===== config.mk =====
export PLATFORM = sky130hd
export DESIGN_NAME = calibration_command_interpreter
export DESIGN_NICKNAME = d
export VERILOG_FILES = /design/src/cal_cmd_pkg.sv /design/src/calibration_command_interpreter.sv
export SDC_FILE = /design/constraint.sdc
export NUM_CORES = 1
export LEC_CHECK = 0
export BUFFER_PORTS_ARGS = -buffer_cell sky130_fd_sc_hd__buf_2
export CAP_MARGIN = 20
export CORE_AREA = 2 2 120 122
export DETAILED_ROUTE_END_ITERATION = 6
export DIE_AREA = 0 0 122 124
export PLACE_DENSITY = 0.61
export SYNTH_ARGS = -nofsm -noshare
export SYNTH_HDL_FRONTEND = slang
export SYNTH_SLANG_ARGS = --single-unit

===== constraint.sdc =====
create_clock -name sys_clk_i -period 3.2 [get_ports sys_clk_i]
set_input_delay 0.16 -clock sys_clk_i [delete_from_list [all_inputs] [get_ports sys_clk_i]]
set_output_delay 0.16 -clock sys_clk_i [all_outputs]
set_load 0.005 [all_outputs]

===== src/cal_cmd_pkg.sv =====
`default_nettype none
package cal_cmd_pkg;
  // command nibbles
  localparam logic [3:0] CMD_MODE = 4'h4;
  localparam logic [3:0] CMD_ENTER = 4'h5;
  localparam logic [3:0] CMD_SECOND_ORDER = 4'h6;
  localparam logic [3:0] CMD_TSET = 4'h7;
  localparam logic [3:0] CMD_GB_HI = 4'h8;
  localparam logic [3:0] CMD_GB_LO = 4'h9;
  localparam logic [3:0] CMD_OB_HI = 4'hA;
  localparam logic [3:0] CMD_OB_LO = 4'hB;
  localparam logic [3:0] CMD_GT = 4'hC;
  localparam logic [3:0] CMD_OT = 4'hD;
  localparam logic [3:0] CMD_TCO = 4'hE;
  localparam logic [3:0] CMD_TCG = 4'hF;
  // data codes
  localparam logic [11:0] DATA_NORMAL = 12'h000;
  localparam logic [11:0] DATA_RAW = 12'h010;
  // reset values
  localparam logic [14:0] GAIN_B_RST = 15'h0800;
  localparam logic [7:0] GAIN_T_RST = 8'h80;
  localparam logic [13:0] OFFS_B_RST = 14'h0000;
  localparam logic [7:0] FIELD_RST = 8'h00;
  // index of the last byte in a three-byte frame
  localparam logic [1:0] FRAME_LAST = 2'h2;
  typedef enum {normal_operating_mode, command_interpret_mode,
                uncorrected_output_mode} mode_type;
endpackage
`default_nettype wire


===== src/calibration_command_interpreter.sv =====
`timescale 1ns/1ps
`default_nettype none
module calibration_command_interpreter
  import cal_cmd_pkg::*;
(
  input wire logic sys_clk_i,
  input wire logic rst_i,
  input wire logic cmd_valid_i,     // one-cycle word strobe
  input wire logic [15:0] cmd_word_i,
  input wire logic [13:0] bridge_raw_i,
  input wire logic [10:0] temp_raw_i,
  input wire logic [7:0] corr_byte_i, // corrected stream byte
  input wire logic sample_i,        // one-cycle: next output byte wanted
  output logic [1:0] mode_o,        // 0 normal 1 command 2 raw
  output logic [7:0] output_pin_o,  // byte toward output pin serialiser
  output logic out_valid_o,
  output logic [14:0] gain_b_o,
  output logic [13:0] offs_b_o,
  output logic [7:0] gain_t_o,
  output logic [7:0] offs_t_o,
  output logic [7:0] low_cal_temp_ref_o,
  output logic [7:0] second_order_term_o,
  output logic [7:0] tco_o,
  output logic [7:0] tcg_o,
  output logic [11:0] test_start_o
);
  ////////////////////////////////////////////////////////////////////
  // state and decoded word
  mode_type mode_q;
  logic [3:0] nib;
  logic [11:0] dat;
  logic prog; // programming allowed only in command mode
  logic [1:0] idx_q; // byte position in raw frame
  logic [13:0] br_q; // frame snapshot
  logic [10:0] tp_q;
  // the word splits into nibble and data; prog gates every write except those of the entry word
  assign nib = cmd_word_i[15:12];
  assign dat = cmd_word_i[11:0];
  assign prog = cmd_valid_i && (mode_q == command_interpret_mode);
  // mode code for the outside world; the enum itself stays private
  assign mode_o = (mode_q == normal_operating_mode) ? 2'h0 :
                  (mode_q == command_interpret_mode) ? 2'h1 : 2'h2;
  ////////////////////////////////////////////////////////////////////
  // mode machine; entry word always heard so a stuck part recovers
  always_ff @(posedge sys_clk_i)
  begin
    if (rst_i)
      mode_q <= normal_operating_mode;
    else if (cmd_valid_i && nib == CMD_ENTER)
      mode_q <= command_interpret_mode;
    else if (prog && nib == CMD_MODE)
    begin
      // unknown data leaves the mode unchanged
      case (dat)
        DATA_NORMAL: mode_q <= normal_operating_mode;
        DATA_RAW: mode_q <= uncorrected_output_mode;
        default: mode_q <= mode_q;
      endcase
    end
  end
  // test start latch
  // a zero data entry word keeps the old start value
  always_ff @(posedge sys_clk_i)
  begin
    if (rst_i)
      test_start_o <= 12'h000;
    else if (cmd_valid_i && nib == CMD_ENTER && dat != DATA_NORMAL)
      test_start_o <= dat;
  end
  ////////////////////////////////////////////////////////////////////
  // coefficient fields, written from the low data byte
  always_ff @(posedge sys_clk_i)
  begin
    if (rst_i)
    begin
      gain_b_o <= GAIN_B_RST;
      offs_b_o <= OFFS_B_RST;
      gain_t_o <= GAIN_T_RST;
      offs_t_o <= FIELD_RST;
      low_cal_temp_ref_o <= FIELD_RST;
      second_order_term_o <= FIELD_RST;
      tco_o <= FIELD_RST;
      tcg_o <= FIELD_RST;
    end
    else if (prog)
    begin
      // spare top bits are kept at zero by the master and dropped here
      case (nib)
        CMD_GB_HI: gain_b_o[14:8] <= dat[6:0];
        CMD_GB_LO: gain_b_o[7:0] <= dat[7:0];
        CMD_OB_HI: offs_b_o[13:8] <= dat[5:0];
        CMD_OB_LO: offs_b_o[7:0] <= dat[7:0];
        CMD_TSET: low_cal_temp_ref_o <= dat[7:0];
        CMD_SECOND_ORDER: second_order_term_o <= dat[7:0];
        CMD_GT: gain_t_o <= dat[7:0];
        CMD_OT: offs_t_o <= dat[7:0];
        CMD_TCO: tco_o <= dat[7:0];
        CMD_TCG: tcg_o <= dat[7:0];
        default: ;
      endcase
    end
  end
  ////////////////////////////////////////////////////////////////////
  // output byte stream; raw frame snapshotted at its first byte
  always_ff @(posedge sys_clk_i)
  begin
    if (rst_i)
    begin
      idx_q <= 2'h0;
      br_q <= 14'h0000;
      tp_q <= 11'h000;
      output_pin_o <= 8'h00;
      out_valid_o <= 1'b0;
    end
    else
    begin
      out_valid_o <= sample_i;
      if (sample_i && mode_q == uncorrected_output_mode)
      begin
        idx_q <= (idx_q == FRAME_LAST) ? 2'h0 : idx_q + 2'h1;
        // byte 0 freezes both conversions so a frame never mixes samples
        case (idx_q)
          2'h0:
          begin
            br_q <= bridge_raw_i;
            tp_q <= temp_raw_i;
            output_pin_o <= {2'b00, bridge_raw_i[13:8]};
          end
          2'h1: output_pin_o <= br_q[7:0];
          default: output_pin_o <= tp_q[7:0];
        endcase
      end
      // outside raw mode the corrected byte passes and the frame restarts
      else if (sample_i)
      begin
        idx_q <= 2'h0;
        output_pin_o <= corr_byte_i;
      end
    end
  end
endmodule
`default_nettype wire


==> results of run 1 <==
==> registers in the layout, summed over array words and instances, names as in the netlist <==
register and count:
br_q 8, gain_b_o 15, gain_t_o 8, idx_q 2
low_cal_temp_ref_o 8, mode_q 2, offs_b_o 14, offs_t_o 8
out_valid_o 1, output_pin_o 8, second_order_term_o 8, tcg_o 8
tco_o 8, test_start_o 12, tp_q 8
==> critical path, stage by stage, from the launching register on <==
cell and delay (ns):
dfxtp_1 0.47, and4b_1 0.35, nand4b_1 0.53, mux2i_1 0.33, nor2_1 0.07
==> metrics by stage <==
step | util, % | std cells
finish | 45.6 | 823
global placement | 40.3 | 776
detailed placement | 40.3 | 776
floorplan | - | 484
global route | 45.6 | 823
CTS | 45.6 | 823
==> cells by family (layout without fill, tap and decap cells) <==
kind of cell | after synthesis | count (layout) | synth area share (%)
flip-flops | 118 | 118 | 50.1
multiplexers | 91 | 91 | 19.3
buffers and inverters | 43 | 202 | 4.00
AO/OA/AOI/OAI | 47 | 47 | 6.20
AND/OR/NAND/NOR | 185 | 185 | 20.4
==> path summary, 6_finish.rpt <==
kind	startpoint	endpoint	depth (start not counted)
worst max-delay path	mode_q[0]$_SDFFE_PP0P_	offs_t_o[1]$_SDFFE_PP0P_	4
worst min-delay path	cmd_word_i[9]	test_start_o[9]$_SDFFE_PP0P_	3
worst max register to register	mode_q[0]$_SDFFE_PP0P_	offs_t_o[1]$_SDFFE_PP0P_	4
worst min register to register	br_q[1]$_SDFFE_PP0P_	br_q[1]$_SDFFE_PP0P_	2
==> layout make-up <==
class,instances,area (um2)
Timing Repair Buffer,167,923
Multi-Input combinational cell,323,2170
Tap cell,180,225
Fill cell,1327,7460
Clock inverter,10,105
Sequential cell,118,2360
Clock buffer,21,460
Inverter,4,15.0
==> cells in the mapped netlist <==
library cell | count | area, um2
nor4_4 | 2 | 42.5
and4b_1 | 1 | 10.0
nand2b_1 | 26 | 163
o21a_1 | 2 | 15.0
a21oi_1 | 18 | 90.1
inv_1 | 4 | 15.0
nand4_2 | 1 | 12.5
and2b_1 | 1 | 7.51
a211o_1 | 2 | 17.5
nand3_1 | 1 | 5.00
nor3_4 | 5 | 81.3
nand3_2 | 1 | 10.0
nand3b_4 | 1 | 20.0
o21ai_0 | 8 | 40.0
buf_4 | 2 | 15.0
nand4b_4 | 1 | 23.8
clkbuf_1 | 25 | 93.8
nor3_1 | 1 | 5.00
o211ai_1 | 6 | 45.0
nor2_2 | 1 | 6.26
a221oi_1 | 2 | 17.5
clkbuf_2 | 1 | 5.00
dfxtp_1 | 118 | 2360
buf_1 | 1 | 3.75
nand2_1 | 41 | 154
buf_2 | 9 | 45.0
nor2b_1 | 1 | 6.26
or4_1 | 1 | 7.51
a211oi_1 | 9 | 67.6
nand3b_1 | 2 | 15.0
nand4b_1 | 2 | 17.5
nor4_1 | 5 | 31.3
buf_6 | 1 | 11.3
nor2_1 | 89 | 334
and3_1 | 2 | 12.5
mux2i_1 | 91 | 911
==> power breakdown <==
| part | internal (W) | switching (W) | leakage [nW] |
|---|---|---|---|
| combinational | 0.0000654 | 0.0000999 | 1.64 |
| sequential | 0.00148 | 0.00000528 | 0.953 |
| clock | 0.00117 | 0.000642 | 0.278 |
| total | 0.00272 | 0.000747 | 2.87 |
==> routing by layer <==
layer / wire [um] / up-vias
met5: 0 / -
met3: 950 / 6
li1: - / 1934
met2: 6010 / 126
met1: 5930 / 1777
met4: 46 / 0
==> flow_metrics.tcl, run 1 <==
set metrics [dict create \
    first_global_vias 3696 \
    r2r_setup_slack_ns 1.31 \
    clockBufferDepth 2 \
    postRouteWirelength_um 12900 \
    cp.arrival_ns 2.16 \
    layout_commonest_cell "buf_2" \
    antenna_found_initial 0 \
    relSlewSlack_pct 43.9 \
    cts-root-buf "clkbuf_16" \
    clock_sinks 118 \
    fin_area_um2 6260 \
    wire_per_inst_um 15.7 \
    finalCritPeriodShare_pct 59.0 \
    die_area_um2 15100 \
    timing.final.crit_period_ns 1.89 \
    avgSynthCellArea_um2 9.75 \
    die_x_um 122 \
    ios 153 \
    drc_errors 0 \
    dp_worst_setup_slack_ns 1.32 \
    grt_pass1_wl_um 19600 \
    final_cell_mix "148 x buf_2, 118 x dfxtp_1, 91 x mux2i_1" \
    postRouteAntennaNets 0 \
    hold_ws_ns 0.0343 \
    finalHoldViolations 0 \
    synth_cell_types 36 \
    grt_use_met3_pct 6.41 \
    power_density_nw_per_um2 554 \
    top_usage_layer "met2" \
    crit_required_ns 3.47 \
    grt_max_degree 63 \
    start_util_pct 34.4 \
    setup-tns-final_ns 0 \
    synth_cells 484 \
    cap_violations 0 \
    htree_levels 4 \
    grtUsageMet2_pct 27.8 \
    p_leak_nw 2.87 \
    drt_first_pass_iters 4 \
    cts_setup_buffers 0 \
    detailed_place.area_um2 5530 \
    yosys_register_bits 118 \
    clock_skew_ns 0.00697 \
    overflow 0 \
    drt_iter0_drc 181 \
    core_um2 13700 \
    cts_made_buffers 17 \
    synth_seq_area_share_pct 50.1 \
    fp.dieH_um 124 \
    rows 43 \
    vias 3843 \
    cts_tree "yes" \
    ctsResizeCount 0 \
    setup.worst_path.end_class "register" \
    place_congestion 0.758 \
    clkLatencyLatePin_ns 0.41 \
    fin_nets 684 \
    cp-start-kind "register" \
    num_antenna_cells 0 \
    rsz0062_at_grt "false" \
    slew_violations 0 \
    postCtsHoldBufs 16 \
    final-setup-viol-count 0 \
    grt.total_usage_pct 17.2 \
    setup_slack_ns 1.31 \
    crit_fanout 8 \
    tightest_slew_ns 0.835 \
    netlist_area_um2 4720 \
    drive_above_1_share_pct 29.9 \
    port_buffers 149 \
    max_freq_mhz 530 \
    yosysWarnings 0 \
    criticalPathCategory "reg2reg" \
    ir_drop_v 0.000283 \
    clkSlewWorstSetupHoldPaths_ns 0.05 \
    hold_class "in2reg" \
    met1_usage_pct 21.7 \
    p_total_w 0.00347 \
    syn_nets 537 \
    area_growth_pct 32.6 \
    dp_hpwl_um 8690 \
    viasPerCell 4.67 \
    outcome "complete, no violations" \
]
No activity file was read; power rests on OpenSTA's default activity.
==> run 2, diff against run 1 <==
--- a/config.mk
+++ b/config.mk
@@ -10,7 +10,7 @@
 export CORE_AREA = 2 2 120 122
 export DETAILED_ROUTE_END_ITERATION = 6
 export DIE_AREA = 0 0 122 124
-export PLACE_DENSITY = 0.61
+export PLACE_DENSITY = 0.63
 export SYNTH_ARGS = -nofsm -noshare
 export SYNTH_HDL_FRONTEND = slang
 export SYNTH_SLANG_ARGS = --single-unit
==> constraint.sdc (replaced) <==
create_clock -name sys_clk_i -period 1.6 [get_ports sys_clk_i]
set_input_delay 0.08 -clock sys_clk_i [delete_from_list [all_inputs] [get_ports sys_clk_i]]
set_output_delay 0.08 -clock sys_clk_i [all_outputs]
set_load 0.005 [all_outputs]
==> flow_metrics.tcl, run 2 (synthesis gave the netlist of run 1 again) <==
set metrics [dict create \
    outcome "complete, no violations" \
    crit_required_ns 1.91 \
    vias 4071 \
    cts_setup_buffers 0 \
    cp.arrival_ns 1.76 \
    seqPwrFrac_pct 40.4 \
    drt_iter0_drc 228 \
    crit_buf_inv 1 \
    ios 153 \
    clkSlewWorstSetupHoldPaths_ns 0.06 \
    core_um2 13700 \
    finalHoldViolations 0 \
    ir_drop_v 0.000684 \
    r2r_setup_slack_ns 0.15 \
    wire_per_inst_um 15.7 \
    final-setup-viol-count 0 \
    finalCritPeriodShare_pct 90.9 \
    setup.worst_path.end_class "register" \
    p_switching_w 0.00151 \
    largest_register "gain_b_o" \
    largest_reg_flops 15 \
    overflow 0 \
    max_freq_mhz 688 \
    drive_above_1_share_pct 33.4 \
    hold_class "in2reg" \
    cts_made_buffers 17 \
    power_frac_clock_pct 54.5 \
    top_regs "gain_b_o (15), offs_b_o (14), test_start_o (12)" \
    antenna_found_initial 3 \
    dp_hpwl_um 9220 \
    cpLargestDelayFamily "simple AND/OR/NAND/NOR gates" \
    first_global_vias 3921 \
    setup-tns-final_ns 0 \
    tightest_slew_ns 0.408 \
    final_cells 858 \
    area_growth_pct 41.6 \
    grt_max_degree 39 \
    postRouteAntennaNets 0 \
    critPathSlowestCell "dfxtp_2" \
    clock_sinks 118 \
    cp-start-kind "register" \
    crit_chain "nand4b_4, nor4_4, buf_12, nor2b_1, a211o_1" \
    die_x_um 122 \
    rsz0062_at_grt "false" \
    rows 43 \
    place_congestion 0.785 \
    clockBufferDepth 2 \
    timing.final.crit_period_ns 1.45 \
    die_area_um2 15100 \
    postRouteWirelength_um 13500 \
    power.internal_w 0.00584 \
    p_leak_nw 3.08 \
    grt_pass1_wl_um 20200 \
    fp.dieH_um 124 \
    start_util_pct 34.4 \
    fin_nets 716 \
    criticalPathCategory "reg2reg" \
    dp.cells 804 \
    grt.total_usage_pct 17.9 \
    p_comb_share_pct 5.1 \
    cpPeakStageDelay_ns 0.36 \
    clkLatencyLatePin_ns 0.41 \
    drt_first_pass_iters 7 \
    power_density_nw_per_um2 1100 \
    crit_fanout 8 \
    p_total_w 0.00735 \
    clock_skew_ns 0.00803 \
    port_buffers 149 \
    final_cell_mix "148 x buf_2, 116 x dfxtp_1, 91 x mux2i_1" \
    relSlewSlack_pct 72.7 \
    fin_area_um2 6690 \
    viasPerCell 4.74 \
    drc_errors 0 \
    swShare_pct 20.5 \
    cap_violations 0 \
    detailed_place.area_um2 5830 \
    slew_violations 0 \
    cts-root-buf "clkbuf_16" \
    cts_tree "yes" \
    fin_util_pct 48.7 \
    layout_commonest_cell "buf_2" \
    htree_levels 4 \
]
[run 2: cell count changes in the layout (fill, tap and decap cells not counted), moves of 2 or more]
cell	before	now
buf_12	0	7
bufinv_16	2	4
dlygate4sd3_1	16	20
clkinv_2	6	4
diode_2	0	2
nand2b_1	26	24
dfxtp_2	0	2
dfxtp_1	118	116
buf_4	3	24
[run 2: timing repair]
action	CTS	global route
resized for setup	0	8
setup endpoints to repair	0	43
hold endpoints to repair	20	0
hold buffers	20	0
[run 2: final cells by class]
type                    instances  area, um2
fillers                      1314       7030
flip-flops and latches        118       2360
multi-input cells             323       2190
repair buffers                199       1260
clock buffers                  23        478
well taps                     180        225
clock inverters                 9        148
inverters                       4       15.0
diodes                          2       5.00
[run 2: per-layer routing]
metal,up-vias,global-route usage (%),share of wire (%)
met5,-,0,0.082
li1,2009,-,-
met2,152,29.2,46
met4,2,6.25,1.5
met3,26,6.59,7.9
met1,1882,21.7,45
[run 2: path summary, 6_finish.rpt]
| kind | startpoint | endpoint | cells past startpoint |
|---|---|---|---|
| max | mode_q[1]$_SDFFE_PP0P_ | gain_b_o[11]$_SDFFE_PP1P_ | 5 |
| min | corr_byte_i[5] | output_pin_o[5]$_SDFFE_PP0P_ | 3 |
| max reg2reg | mode_q[1]$_SDFFE_PP0P_ | gain_b_o[11]$_SDFFE_PP1P_ | 5 |
| min reg2reg | tp_q[7]$_SDFFE_PP0P_ | tp_q[7]$_SDFFE_PP0P_ | 2 |
[run 2: metrics by stage]
step                worst slack (ns)  hold WS, ns
floorplan                     0.0984        0.216
global placement              0.0653        0.325
detailed placement            0.0240        0.333
CTS                           0.0178      0.00653
global route                  0.0499       0.0333
finish                         0.146       0.0225
[run 2: power groups by stage]
stage	logic (W)	registers (W)	clock network, W
CTS	0.000373	0.00297	0.00409
floorplan	0.000159	0.00304	0
finish	0.000374	0.00297	0.00401
global route	0.000406	0.00297	0.00423
detailed placement	0.000334	0.00303	0
global placement	0.000327	0.00303	0
[run 2: tightest hold or removal path, stage by stage]
cell,delay (ns)
buf_2,0.10
o21ai_0,0.14
a211oi_1,0.06
